[config.mk]
export PLATFORM = sky130hd
export DESIGN_NAME = codec_serial_port
export DESIGN_NICKNAME = d
export VERILOG_FILES = /design/src/include/codec_port_pkg.sv /design/src/bclk_divider.sv /design/src/codec_serial_port.sv
export SDC_FILE = /design/constraint.sdc
export NUM_CORES = 1
export LEC_CHECK = 0
export BUFFER_PORTS_ARGS = -buffer_cell sky130_fd_sc_hd__buf_4
export CAP_MARGIN = 10
export CORE_ASPECT_RATIO = 0.7
export CORE_MARGIN = 10
export CORE_UTILIZATION = 40
export DETAILED_ROUTE_END_ITERATION = 8
export GPL_TIMING_DRIVEN = 0
export SLEW_MARGIN = 20
export SYNTH_ARGS = -nofsm -noshare
export SYNTH_HDL_FRONTEND = slang
export SYNTH_SLANG_ARGS = --single-unit
[constraint.sdc]
create_clock -name clk -period 8.6 [get_ports clk]
set_clock_uncertainty 0.2 [all_clocks]
set_input_delay 0.43 -clock clk [delete_from_list [all_inputs] [get_ports clk]]
set_output_delay 0.43 -clock clk [all_outputs]
set_load 0.005 [all_outputs]
[src/include/codec_port_pkg.sv]
// Register map, field layout and timing constants of the codec serial port.
package codec_port_pkg;

    // Register indices; each register sits at byte address index * 4.
    localparam logic [7:0] IDX_DIG_POWER = 8'h02;
    localparam logic [7:0] IDX_CLK_CTRL  = 8'h04;
    localparam logic [7:0] IDX_PORT_CTRL = 8'h06;
    localparam logic [7:0] IDX_STATUS    = 8'h08;

    localparam logic [7:0] ADDR_DIG_POWER = IDX_DIG_POWER << 2;
    localparam logic [7:0] ADDR_CLK_CTRL  = IDX_CLK_CTRL << 2;
    localparam logic [7:0] ADDR_PORT_CTRL = IDX_PORT_CTRL << 2;
    localparam logic [7:0] ADDR_STATUS    = IDX_STATUS << 2;

    localparam logic [15:0] RST_DIG_POWER  = 16'h0000;
    localparam logic [15:0] RST_CLK_CTRL   = 16'h0008;
    localparam logic [15:0] RST_PORT_CTRL  = 16'h0010;
    localparam logic [15:0] MASK_DIG_POWER = 16'h007f;
    localparam logic [15:0] MASK_CLK_CTRL  = 16'h003f;
    localparam logic [15:0] MASK_PORT_CTRL = 16'h01ff;

    // Digital block power fields.
    localparam int BIT_REC_PWR  = 6;
    localparam int BIT_PLAY_PWR = 5;
    localparam int BIT_DSP_PWR  = 4;
    localparam int BIT_OUT_EN   = 1;
    localparam int BIT_IN_EN    = 0;

    // Clock rate control fields.
    localparam int RATE_DIV_MSB = 5;
    localparam int RATE_DIV_LSB = 4;
    localparam int BASE_FS_MSB  = 3;
    localparam int BASE_FS_LSB  = 2;
    localparam int MCLK_MSB     = 1;
    localparam int MCLK_LSB     = 0;
    localparam logic [1:0] MCLK_USE_PLL = 2'h3;

    // Serial port control fields.
    localparam int BIT_BCLK_RATE = 8;
    localparam int BIT_MASTER    = 7;
    localparam int BIT_EDGE      = 6;
    localparam int WLEN_MSB      = 5;
    localparam int WLEN_LSB      = 4;
    localparam int FMT_MSB       = 3;
    localparam int FMT_LSB       = 2;
    localparam int BIT_ALIGN     = 1;
    localparam int BIT_POL       = 0;

    localparam logic [1:0] FMT_I2S_LJ = 2'h0;
    localparam logic [1:0] FMT_RJ     = 2'h1;
    localparam logic [1:0] FMT_PCM    = 2'h2;

    localparam logic [6:0] WLEN_32 = 7'h20;
    localparam logic [6:0] WLEN_24 = 7'h18;
    localparam logic [6:0] WLEN_20 = 7'h14;
    localparam logic [6:0] WLEN_16 = 7'h10;
    localparam logic [6:0] SLOT_64FS = 7'h20;
    localparam logic [6:0] SLOT_32FS = 7'h10;

    // Timing: system clock and base sample rates in Hz.
    localparam int CLK_HZ        = 100_000_000;
    localparam int FS_32K_HZ     = 32000;
    localparam int FS_44K_HZ     = 44100;
    localparam int FS_48K_HZ     = 48000;
    localparam int FS_96K_HZ     = 96000;
    localparam int BCLK_PER_FS   = 64;
    localparam logic [11:0] HALF_32K = 12'(CLK_HZ / (FS_32K_HZ * BCLK_PER_FS * 2));
    localparam logic [11:0] HALF_44K = 12'(CLK_HZ / (FS_44K_HZ * BCLK_PER_FS * 2));
    localparam logic [11:0] HALF_48K = 12'(CLK_HZ / (FS_48K_HZ * BCLK_PER_FS * 2));
    localparam logic [11:0] HALF_96K = 12'(CLK_HZ / (FS_96K_HZ * BCLK_PER_FS * 2));
    localparam logic [11:0] DIV_1 = 12'h001;
    localparam logic [11:0] DIV_2 = 12'h002;
    localparam logic [11:0] DIV_4 = 12'h004;
    localparam logic [11:0] DIV_6 = 12'h006;

    localparam logic [2:0] HSIZE_WORD = 3'h2;

    typedef enum logic [1:0] {
        FR_SEARCH = 2'b01,
        FR_LOCKED = 2'b10
    } frame_state_t;

endpackage

[src/bclk_divider.sv]
// Half bit clock period divider producing one-cycle enable pulses.
`timescale 1ns/100ps
module bclk_divider
    import codec_port_pkg::*;
(
    input  wire logic        clk,
    input  wire logic        nrst,
    input  wire logic        enable,
    input  wire logic [11:0] half_count,
    output logic             tick
);

    logic [11:0] count;

    // A shortened half period takes effect at once, so the count compares
    // with greater-or-equal rather than equality.
    always_ff @(posedge clk or negedge nrst) begin
        if (!nrst) begin
            count <= 12'h000;
        end else if (!enable) begin
            count <= 12'h000;
        end else if (count >= half_count - 12'h001) begin
            count <= 12'h000;
        end else begin
            count <= count + 12'h001;
        end
    end

    assign tick = enable && (count >= half_count - 12'h001);

endmodule

[src/codec_serial_port.sv]
// Codec digital power, clock rate and serial audio port with AHB-Lite regs.
//
// Function
// - Record converter powered only while power bit 6 is set.
// - Playback converter powered only while power bit 5 is set.
// - Audio processor runs only while power bit 4 is set.
// - Serial data is driven out only while power bit 1 is set.
// - Serial data is accepted only while power bit 0 is set.
// - Rate divider bits 5:4 give full, half, quarter or sixth rate.
// - Base rate bits 3:2 select 32, 44.1, 48, 96 kHz; reset 48.
// - Clock ratio bits 1:0 give 256, 384, 512 Fs or PLL.
// - As master, bit clock is 64 Fs with bit 8 clear, 32 Fs set.
// - Bit 7 set drives both port clocks out, clear takes them in.
// - Bit 6 picks rising or falling bit clock edge for valid data.
// - Word length bits 5:4 give 32, 24, 20, 16 bits; reset 24.
// - Format bits 3:2 give I2S/left, right-justified, PCM; 3 reserved.
// - Bit 1 clear delays the word one bit clock, set starts at once; right-justified ignores it.
// - Bit 0 sets which frame clock level marks the left channel.
// - The left subframe always goes before the right one.
`timescale 1ns/100ps
module codec_serial_port
    import codec_port_pkg::*;
(
    input  wire logic        clk,
    input  wire logic        nrst,
    input  wire logic        hsel,
    input  wire logic [31:0] haddr,
    input  wire logic [1:0]  htrans,
    input  wire logic        hwrite,
    input  wire logic [2:0]  hsize,
    input  wire logic [31:0] hwdata,
    input  wire logic        hready,
    output logic             hreadyout,
    output logic             hresp,
    output logic [31:0]      hrdata,
    output logic             record_converter_power_on,
    output logic             playback_converter_power_on,
    output logic             audio_processor_power_on,
    output logic [1:0]       base_sample_rate,
    output logic [1:0]       rate_divider,
    output logic [1:0]       master_clock_ratio,
    output logic             pll_clock_select,
    input  wire logic        bclk_in,
    output logic             bclk_out,
    output logic             bclk_oe,
    input  wire logic        lrclk_in,
    output logic             lrclk_out,
    output logic             lrclk_oe,
    input  wire logic        sdata_in,
    output logic             sdata_out,
    input  wire logic [31:0] tx_left,
    input  wire logic [31:0] tx_right,
    output logic             tx_taken,
    output logic [31:0]      rx_left,
    output logic [31:0]      rx_right,
    output logic             rx_valid
);

    ////////////////////////////////////////////////////////////////////////
    logic [15:0]  digital_block_power;
    logic [15:0]  clock_rate_control;
    logic [15:0]  serial_port_control;
    logic [15:0]  next_power;
    logic [15:0]  next_clock;
    logic [15:0]  next_port;
    logic         wr_pend;
    logic [7:0]   wr_addr;
    logic         take;
    logic [15:0]  status_word;

    logic         serial_output_enable;
    logic         serial_input_enable;
    logic         bit_clock_rate_select;
    logic         clock_master_select;
    logic         bit_clock_edge_select;
    logic [1:0]   word_length_select;
    logic [1:0]   format_select;
    logic         frame_alignment_select;
    logic         channel_clock_polarity;

    logic [6:0]   wlen;
    logic [6:0]   slot;
    logic [6:0]   frame_last;
    logic [6:0]   base_l;
    logic [6:0]   base_r;
    logic [11:0]  half_count;
    logic         div_tick;
    logic         bphase;
    logic         bclk_prev;
    logic         frame_clk;
    logic         valid_ev;
    logic         launch_ev;
    logic [6:0]   bit_index;
    logic [6:0]   next_index;
    logic [6:0]   loc_next;
    logic [6:0]   loc_now;
    logic         lr_now;
    logic         mark_now;
    logic         mark_prev;
    logic         start_seen;
    frame_state_t frame_state;
    logic [31:0]  tx_hold_l;
    logic [31:0]  tx_hold_r;
    logic [31:0]  src_l;
    logic [31:0]  src_r;
    logic [31:0]  rx_l_sh;
    logic [31:0]  rx_r_sh;

    ////////////////////////////////////////////////////////////////////////
    // Zero wait state slave: every transfer completes with OKAY.
    assign hreadyout = 1'b1;
    assign hresp     = 1'b0;
    assign take      = hsel && hready && htrans[1] && (hsize == HSIZE_WORD);

    always_ff @(posedge clk or negedge nrst) begin
        if (!nrst) begin
            wr_pend <= 1'b0;
            wr_addr <= 8'h00;
        end else if (hready) begin
            wr_pend <= take && hwrite && (haddr[31:8] == 24'h000000);
            wr_addr <= haddr[7:0];
        end
    end

    // The write lands in the data phase; the read mux sees the new value so
    // a read right behind a write to the same register is not stale.
    always_comb begin
        next_power = digital_block_power;
        next_clock = clock_rate_control;
        next_port  = serial_port_control;
        if (wr_pend && wr_addr == ADDR_DIG_POWER) begin
            next_power = hwdata[15:0] & MASK_DIG_POWER;
        end
        if (wr_pend && wr_addr == ADDR_CLK_CTRL) begin
            next_clock = hwdata[15:0] & MASK_CLK_CTRL;
        end
        if (wr_pend && wr_addr == ADDR_PORT_CTRL) begin
            next_port = hwdata[15:0] & MASK_PORT_CTRL;
        end
    end

    always_ff @(posedge clk or negedge nrst) begin
        if (!nrst) begin
            digital_block_power <= RST_DIG_POWER;
            clock_rate_control  <= RST_CLK_CTRL;
            serial_port_control <= RST_PORT_CTRL;
        end else begin
            digital_block_power <= next_power;
            clock_rate_control  <= next_clock;
            serial_port_control <= next_port;
        end
    end

    assign status_word = {7'h00, frame_state == FR_LOCKED, lr_now, bit_index};

    always_ff @(posedge clk or negedge nrst) begin
        if (!nrst) begin
            hrdata <= 32'h00000000;
        end else if (take && !hwrite) begin
            if (haddr[31:8] != 24'h000000) begin
                hrdata <= 32'h00000000;
            end else begin
                unique case (haddr[7:0])
                    ADDR_DIG_POWER: hrdata <= {16'h0000, next_power};
                    ADDR_CLK_CTRL:  hrdata <= {16'h0000, next_clock};
                    ADDR_PORT_CTRL: hrdata <= {16'h0000, next_port};
                    ADDR_STATUS:    hrdata <= {16'h0000, status_word};
                    default:        hrdata <= 32'h00000000;
                endcase
            end
        end
    end

    ////////////////////////////////////////////////////////////////////////
    assign record_converter_power_on   = digital_block_power[BIT_REC_PWR];
    assign playback_converter_power_on = digital_block_power[BIT_PLAY_PWR];
    assign audio_processor_power_on    = digital_block_power[BIT_DSP_PWR];
    assign serial_output_enable        = digital_block_power[BIT_OUT_EN];
    assign serial_input_enable         = digital_block_power[BIT_IN_EN];

    assign rate_divider       = clock_rate_control[RATE_DIV_MSB:RATE_DIV_LSB];
    assign base_sample_rate   = clock_rate_control[BASE_FS_MSB:BASE_FS_LSB];
    assign master_clock_ratio = clock_rate_control[MCLK_MSB:MCLK_LSB];
    assign pll_clock_select   = (master_clock_ratio == MCLK_USE_PLL);

    assign bit_clock_rate_select  = serial_port_control[BIT_BCLK_RATE];
    assign clock_master_select    = serial_port_control[BIT_MASTER];
    assign bit_clock_edge_select  = serial_port_control[BIT_EDGE];
    assign word_length_select     = serial_port_control[WLEN_MSB:WLEN_LSB];
    assign format_select          = serial_port_control[FMT_MSB:FMT_LSB];
    assign frame_alignment_select = serial_port_control[BIT_ALIGN];
    assign channel_clock_polarity = serial_port_control[BIT_POL];

    // Half bit clock period; the ratio field does not enter here because
    // the bit clock is built from the system clock, not the master clock.
    function automatic logic [11:0] half_period(input logic [1:0] fs,
                                                input logic [1:0] div,
                                                input logic       b32);
        logic [11:0] base;
        logic [11:0] mult;
        unique case (fs)
            2'h0: base = HALF_32K;
            2'h1: base = HALF_44K;
            2'h2: base = HALF_48K;
            2'h3: base = HALF_96K;
        endcase
        unique case (div)
            2'h0: mult = DIV_1;
            2'h1: mult = DIV_2;
            2'h2: mult = DIV_4;
            2'h3: mult = DIV_6;
        endcase
        if (b32) begin
            return 12'(base * mult * DIV_2);
        end
        return 12'(base * mult);
    endfunction

    assign half_count = half_period(base_sample_rate, rate_divider,
                                    bit_clock_rate_select);

    bclk_divider u_divider (
        .clk        (clk),
        .nrst       (nrst),
        .enable     (clock_master_select),
        .half_count (half_count),
        .tick       (div_tick)
    );

    ////////////////////////////////////////////////////////////////////////
    // Frame geometry: slot width, word length and word start positions.
    always_comb begin
        unique case (word_length_select)
            2'h0: wlen = WLEN_32;
            2'h1: wlen = WLEN_24;
            2'h2: wlen = WLEN_20;
            2'h3: wlen = WLEN_16;
        endcase
        // In slave mode the slot width relies on the rate bit matching.
        slot       = bit_clock_rate_select ? SLOT_32FS : SLOT_64FS;
        frame_last = (slot << 1) - 7'h01;
        // Right-justified start underflows if 20, 24 or 32 bits meet a 32 Fs slot.
        if (format_select == FMT_RJ) begin
            base_l = slot - wlen;
        end else begin
            base_l = {6'h00, ~frame_alignment_select};
        end
        if (format_select == FMT_PCM) begin
            base_r = base_l + wlen;
        end else begin
            base_r = base_l + slot;
        end
    end

    // Maps a bit period to {in word, right channel, word bit number}.
    function automatic logic [6:0] locate(input logic [6:0] n);
        logic       right;
        logic       hit;
        logic [6:0] off;
        logic [6:0] bitn;
        right = (n >= base_r);
        off   = right ? n - base_r : n - base_l;
        hit   = (n >= base_l) && (off < wlen);
        bitn  = wlen - off - 7'h01;
        return {hit, right, bitn[4:0]};
    endfunction

    // Frame clock level a master drives for a given bit period.
    function automatic logic frame_level(input logic [6:0] n);
        if (format_select == FMT_PCM) begin
            return (n == 7'h00) ^ channel_clock_polarity;
        end
        return (n >= slot) ^ channel_clock_polarity;
    endfunction

    assign next_index = (bit_index >= frame_last) ? 7'h00 : bit_index + 7'h01;
    assign loc_next   = locate(next_index);
    assign loc_now    = locate(bit_index);

    ////////////////////////////////////////////////////////////////////////
    // Bit clock edges: from the divider as master, from the pin as slave.
    always_ff @(posedge clk or negedge nrst) begin
        if (!nrst) begin
            bphase <= 1'b0;
        end else if (!clock_master_select) begin
            bphase <= 1'b0;
        end else if (div_tick) begin
            bphase <= ~bphase;
        end
    end

    always_ff @(posedge clk or negedge nrst) begin
        if (!nrst) begin
            bclk_prev <= 1'b0;
        end else begin
            bclk_prev <= bclk_in;
        end
    end

    always_comb begin
        if (clock_master_select) begin
            valid_ev  = div_tick && !bphase;
            launch_ev = div_tick && bphase;
        end else if (bit_clock_edge_select) begin
            valid_ev  = bclk_prev && !bclk_in;
            launch_ev = !bclk_prev && bclk_in;
        end else begin
            valid_ev  = !bclk_prev && bclk_in;
            launch_ev = bclk_prev && !bclk_in;
        end
    end

    // The valid edge is the transition into bphase high.
    assign bclk_out = clock_master_select && (bphase ^ bit_clock_edge_select);
    assign bclk_oe  = clock_master_select;
    assign lrclk_oe = clock_master_select;

    ////////////////////////////////////////////////////////////////////////
    // The frame starts where the frame clock enters the left level, or on
    // the leading edge of the PCM sync pulse.
    assign lr_now     = clock_master_select ? lrclk_out : lrclk_in;
    assign mark_now   = (format_select == FMT_PCM) ?
                        (lr_now ^ channel_clock_polarity) :
                        ~(lr_now ^ channel_clock_polarity);
    assign start_seen = mark_now && !mark_prev;

    always_ff @(posedge clk or negedge nrst) begin
        if (!nrst) begin
            mark_prev <= 1'b1;
        end else if (valid_ev) begin
            mark_prev <= mark_now;
        end
    end

    // A slave predicts the next period and resyncs on a seen frame start;
    // the frame in which a resync happens is not reported.
    always_ff @(posedge clk or negedge nrst) begin
        if (!nrst) begin
            bit_index <= 7'h00;
        end else if (launch_ev) begin
            bit_index <= next_index;
        end else if (valid_ev && !clock_master_select && start_seen) begin
            bit_index <= 7'h00;
        end
    end

    always_ff @(posedge clk or negedge nrst) begin
        if (!nrst) begin
            frame_state <= FR_SEARCH;
        end else if (clock_master_select) begin
            frame_state <= FR_LOCKED;
        end else if (valid_ev && start_seen) begin
            unique case (frame_state)
                FR_SEARCH: frame_state <= (bit_index == 7'h00) ?
                                          FR_LOCKED : FR_SEARCH;
                FR_LOCKED: frame_state <= (bit_index == 7'h00) ?
                                          FR_LOCKED : FR_SEARCH;
                default:   frame_state <= FR_SEARCH;
            endcase
        end
    end

    always_ff @(posedge clk or negedge nrst) begin
        if (!nrst) begin
            frame_clk <= 1'b0;
        end else if (!clock_master_select) begin
            frame_clk <= 1'b0;
        end else if (launch_ev) begin
            frame_clk <= frame_level(next_index);
        end
    end

    // Gated so the pin drops with its enable, not one cycle later.
    assign lrclk_out = clock_master_select && frame_clk;

    ////////////////////////////////////////////////////////////////////////
    // Transmit: words are taken at the first period of each frame, and the
    // port words are used directly for that period so nothing lags a frame.
    assign src_l = (next_index == 7'h00) ? tx_left : tx_hold_l;
    assign src_r = (next_index == 7'h00) ? tx_right : tx_hold_r;

    always_ff @(posedge clk or negedge nrst) begin
        if (!nrst) begin
            tx_hold_l <= 32'h00000000;
            tx_hold_r <= 32'h00000000;
            tx_taken  <= 1'b0;
        end else begin
            tx_taken <= 1'b0;
            if (launch_ev && next_index == 7'h00) begin
                tx_hold_l <= tx_left;
                tx_hold_r <= tx_right;
                tx_taken  <= serial_output_enable;
            end
        end
    end

    always_ff @(posedge clk or negedge nrst) begin
        if (!nrst) begin
            sdata_out <= 1'b0;
        end else if (!serial_output_enable) begin
            sdata_out <= 1'b0;
        end else if (launch_ev) begin
            if (!loc_next[6]) begin
                sdata_out <= 1'b0;
            end else if (loc_next[5]) begin
                sdata_out <= src_r[loc_next[4:0]];
            end else begin
                sdata_out <= src_l[loc_next[4:0]];
            end
        end
    end

    ////////////////////////////////////////////////////////////////////////
    // Receive: bits are taken on the valid edge; the pair is reported when
    // the last bit of the right word arrives.
    always_ff @(posedge clk or negedge nrst) begin
        if (!nrst) begin
            rx_l_sh  <= 32'h00000000;
            rx_r_sh  <= 32'h00000000;
            rx_left  <= 32'h00000000;
            rx_right <= 32'h00000000;
            rx_valid <= 1'b0;
        end else begin
            rx_valid <= 1'b0;
            if (!serial_input_enable) begin
                rx_l_sh <= 32'h00000000;
                rx_r_sh <= 32'h00000000;
            end else if (valid_ev && loc_now[6] &&
                         frame_state == FR_LOCKED) begin
                if (!loc_now[5]) begin
                    rx_l_sh[loc_now[4:0]] <= sdata_in;
                end else if (loc_now[4:0] != 5'h00) begin
                    rx_r_sh[loc_now[4:0]] <= sdata_in;
                end else begin
                    rx_left  <= rx_l_sh;
                    rx_right <= {rx_r_sh[31:1], sdata_in};
                    rx_valid <= 1'b1;
                    rx_l_sh  <= 32'h00000000;
                    rx_r_sh  <= 32'h00000000;
                end
            end
        end
    end

endmodule

==> run_summary.xml <==
<?xml version="1.0" encoding="UTF-8"?>
<metrics>
  <group name="placed_design">
    <metric name="buffer_ports.inserted" unit="">211</metric>
    <metric name="detailedPlace.worstSlack" unit="ps">376</metric>
    <metric name="place_area" unit="mm2">0.0194</metric>
    <metric name="post-dp-hpwl" unit="mm">40.2</metric>
    <metric name="place.gp.congestion" unit="">0.920</metric>
  </group>
  <group name="floorplanning">
    <metric name="full_die_area" unit="mm2">0.0513</metric>
    <metric name="initial_standard_cell_utilization_of_the_core" unit="">0.403</metric>
    <metric name="die_boundary_height" unit="um">192</metric>
    <metric name="die_w" unit="um">266</metric>
    <metric name="ioPinCount" unit="">256</metric>
    <metric name="core.rowCount" unit="">63</metric>
    <metric name="design.core.area" unit="mm2">0.0422</metric>
  </group>
  <group name="cells_and_area">
    <metric name="drive_above_1_share" unit="">0.278</metric>
    <metric name="finalCoreUtilization" unit="">0.505</metric>
    <metric name="layout.cells.most_common_list" unit="">sky130_fd_sc_hd__dfrtp_1 (288), sky130_fd_sc_hd__buf_4 (239), sky130_fd_sc_hd__mux2_2 (120)</metric>
    <metric name="final_common_cell" unit="">sky130_fd_sc_hd__dfrtp_1</metric>
    <metric name="ff_latch_area" unit="mm2">0.00731</metric>
    <metric name="multi_input_area" unit="mm2">0.00883</metric>
    <metric name="final.fill_count" unit="">3807</metric>
    <metric name="final_cell_area" unit="mm2">0.0213</metric>
    <metric name="synthToLayoutAreaGrowth" unit="%">25.4</metric>
    <metric name="fin_nets" unit="">2149</metric>
  </group>
  <group name="worst_hold_path">
    <metric name="whs_path_depth" unit="">4</metric>
    <metric name="hold_path.class" unit="">in -&gt; reg</metric>
  </group>
  <group name="global_route">
    <metric name="grt_use_total" unit="">0.205</metric>
    <metric name="grt_first_pass_wirelength" unit="mm">83.8</metric>
    <metric name="grt-ovfl-total" unit="">0</metric>
    <metric name="grt_antenna_before_repair" unit="">2</metric>
    <metric name="grt_start_max_net_pins" unit="">92</metric>
    <metric name="first_global_vias" unit="">14194</metric>
  </group>
  <group name="critical_path">
    <metric name="crit_path_top_delay_cell" unit="">sky130_fd_sc_hd__dfstp_2</metric>
    <metric name="cp_common_cell" unit="">sky130_fd_sc_hd__ha_1</metric>
    <metric name="buffering_stage_count_on_the_worst_path_with_inverters_included" unit="">7</metric>
    <metric name="crit_path_max_fanout" unit="">10</metric>
    <metric name="worst_path_dominant_cell_family" unit="">compound AO/OA/AOI/OAI gates</metric>
    <metric name="worstSetupEndpointType" unit="">flop</metric>
    <metric name="critical_path.max_stage_delay" unit="ps">570</metric>
    <metric name="critPathLaunchType" unit="">flop</metric>
    <metric name="critical_path_arrival" unit="ps">8260</metric>
    <metric name="criticalPathCategory" unit="">reg -&gt; reg</metric>
    <metric name="r2r_cells" unit="">28</metric>
    <metric name="critical_path_required" unit="ps">8850</metric>
    <metric name="critical_path_depth" unit="">28</metric>
  </group>
  <group name="logic_synthesis">
    <metric name="cell_count_after_synthesis" unit="">1588</metric>
    <metric name="synth-main-ff-cell" unit="">sky130_fd_sc_hd__dfrtp_1</metric>
    <metric name="synthSimpleGateAreaFrac" unit="">0.122</metric>
    <metric name="synth_top_family_by_area" unit="">compound AO/OA/AOI/OAI gates</metric>
    <metric name="synth_cell_type_count" unit="">93</metric>
    <metric name="yosysWarningCount" unit="">0</metric>
    <metric name="avgSynthCellArea" unit="um2">10.7</metric>
    <metric name="ys_ff_latch" unit="">292</metric>
    <metric name="multiplexer_share_of_the_synthesized_area" unit="">0.157</metric>
    <metric name="synth.cell_area" unit="mm2">0.0170</metric>
    <metric name="synth-xor-area-share" unit="">0.0211</metric>
    <metric name="yosysSeqAreaShare" unit="">0.430</metric>
    <metric name="synth_compound_gate_area_share" unit="">0.159</metric>
    <metric name="synth-async-reset-ratio" unit="">1.00</metric>
    <metric name="count_of_flip_flops_with_a_built_in_enable_after_synthesis" unit="">0</metric>
    <metric name="netlist.top_cell.by_area" unit="">sky130_fd_sc_hd__dfrtp_1</metric>
    <metric name="yosys-top-cells-area" unit="">sky130_fd_sc_hd__dfrtp_1 (42%), sky130_fd_sc_hd__mux2_2 (8.0%), sky130_fd_sc_hd__ha_1 (5.1%), sky130_fd_sc_hd__mux2_4 (4.3%), sky130_fd_sc_hd__nor2_1 (2.6%)</metric>
    <metric name="yosys.area_share.adder" unit="">0.0567</metric>
    <metric name="top_area_cell_type_share_of_the_netlist_area" unit="">0.424</metric>
  </group>
  <group name="pwr">
    <metric name="static_leakage" unit="nW">9.75</metric>
    <metric name="design_power_total" unit="mW">5.58</metric>
    <metric name="powerDensity" unit="mW/mm2">262</metric>
    <metric name="vdd_ir_drop_max" unit="V">0.000210</metric>
  </group>
  <group name="drt">
    <metric name="remaining_drc_errors" unit="">0</metric>
    <metric name="wire_per_inst" unit="um">21.1</metric>
    <metric name="total_routed_length" unit="mm">53.1</metric>
    <metric name="dr.first_iter.drc_count" unit="">1189</metric>
    <metric name="route.detailed.vias_per_inst" unit="">5.57</metric>
    <metric name="antenna_left" unit="">0</metric>
    <metric name="number_of_vias_after_detailed_routing" unit="">13991</metric>
    <metric name="drt_pass1_iterations" unit="">5</metric>
  </group>
  <group name="cts">
    <metric name="numClockSinks" unit="">292</metric>
    <metric name="clock_tree.htree_level_count" unit="">1</metric>
    <metric name="max-clock-path-buffers" unit="">3</metric>
    <metric name="clock_pin_slew_on_the_worst_setup_and_hold_paths" unit="ps">60</metric>
    <metric name="cts_tree" unit="">done</metric>
    <metric name="clk-insertion-delay-late" unit="ps">580</metric>
    <metric name="root_buffer" unit="">sky130_fd_sc_hd__clkbuf_16</metric>
    <metric name="cts_made_buffers" unit="">30</metric>
  </group>
  <group name="timing">
    <metric name="rsz0062_at_grt" unit="">no</metric>
    <metric name="max_freq" unit="MHz">125</metric>
    <metric name="timing.final.ws_setup" unit="ps">589</metric>
    <metric name="max_slew.worst_pin.slew" unit="ps">1030</metric>
    <metric name="final.setup.tns" unit="ps">0</metric>
    <metric name="final_period_minus_worst_setup_slack" unit="ps">8010</metric>
    <metric name="finalHoldViolations" unit="">0</metric>
    <metric name="worst_slew_margin_rel" unit="">0.302</metric>
    <metric name="post-route-period-util" unit="">0.932</metric>
    <metric name="report.final.slew_viol_count" unit="">0</metric>
    <metric name="setup_viol" unit="">0</metric>
  </group>
  <group name="job">
    <metric name="cap_viol_max_count" unit="">0</metric>
  </group>
  <group name="run_status">
    <metric name="result_of_the_run" unit="">completed</metric>
  </group>
</metrics>
==> where the power goes <==
part / total [mW] / internal [mW] / switching [mW] / leakage (nW)
combinational: 2.50 / 0.999 / 1.50 / 5.32
clock: 1.41 / 0.836 / 0.572 / 0.520
sequential: 1.67 / 1.55 / 0.113 / 3.90
total: 5.57 / 3.39 / 2.19 / 9.75
==> metrics by stage <==
step                instances  hold slack (ps)
detailed placement       2370              205
finish                   2511             49.5
CTS                      2510             31.5
global route             2510             70.1
floorplan                1604            -65.6
global placement         2367              266
==> registers in the layout, summed over array words and instances, names as in the netlist, 31 cells and up <==
| register | count |
|---|---|
| rx_right | 32 |
| rx_l_sh | 32 |
| rx_r_sh | 31 |
| tx_hold_l | 32 |
| rx_left | 32 |
| tx_hold_r | 32 |
==> synth_stat cells, drive strengths merged (21+ instances only) <==
library cell and n:
nor2 118, o311ai 28, o211ai 36, buf 76
mux2i 22, a21oi 85, mux2 171, ha 69
clkbuf 51, nor2b 44, inv 45, o31ai 40
nand3 37, xnor2 21, nand2 104, o21ai 77
dfrtp 288
==> final cells by class <==
| class | count | area share |
|---|---|---|
| Tap cell | 552 | 0.0324 |
| Buffer | 127 | 0.0350 |
| Sequential cell | 292 | 0.343 |
| Inverter | 46 | 0.00810 |
| Timing Repair Buffer | 298 | 0.118 |
| Antenna cell | 1 | 0.000117 |
| Multi-Input combinational cell | 1139 | 0.414 |
| Clock buffer | 43 | 0.0399 |
| Clock inverter | 13 | 0.00945 |
==> final timing paths <==
check / from / endpoint / slack, ps
max in group asynchronous: nrst / rx_l_sh[0]$_DFFE_PN0P_ / 6880
hold / removal: hsel / wr_pend$_DFFE_PN0P_ / 50
setup / recovery: serial_port_control[4]$_DFF_PN1_ / rx_right[12]$_DFFE_PN0P_ / 590
setup reg to reg: serial_port_control[4]$_DFF_PN1_ / rx_right[12]$_DFFE_PN0P_ / 590
hold reg to reg: hrdata[2]$_DFFE_PN0P_ / hrdata[2]$_DFFE_PN0P_ / 280
min in group asynchronous: nrst / hrdata[10]$_DFFE_PN0P_ / 170
==> routing by layer <==
metal	global-route usage	up-vias	share of wire
met5	0	-	0.00024
met4	0.0322	2	0.014
met3	0.0372	57	0.065
met2	0.305	446	0.43
met1	0.308	7006	0.49
li1	-	6480	-
==> worst min-delay path, delay by kind of cell <==
kind	cells	cell delay, ps
simple gates	2	220
buf+inv	1	70
compound gates	1	70
==> timing repair <==
action                                 CTS  global route
gates resized for setup                  0             2
endpoints found under the hold margin  151             0
setup buffers                            0             0
setup endpoints to repair                0            82
hold buffers                            84             0
==> cell families (layout without fill, tap and decap cells) <==
group,Yosys count,count (layout)
DFF,292,292
other,2,19
adders and majority gates,74,74
buffers and inverters,173,527
xor gates and xnor gates,41,41
muxes,208,208
and+or+nand+nor,413,413
AOI/OAI and AO/OA,385,385
Note: power is estimated with default switching activity, not from simulation.
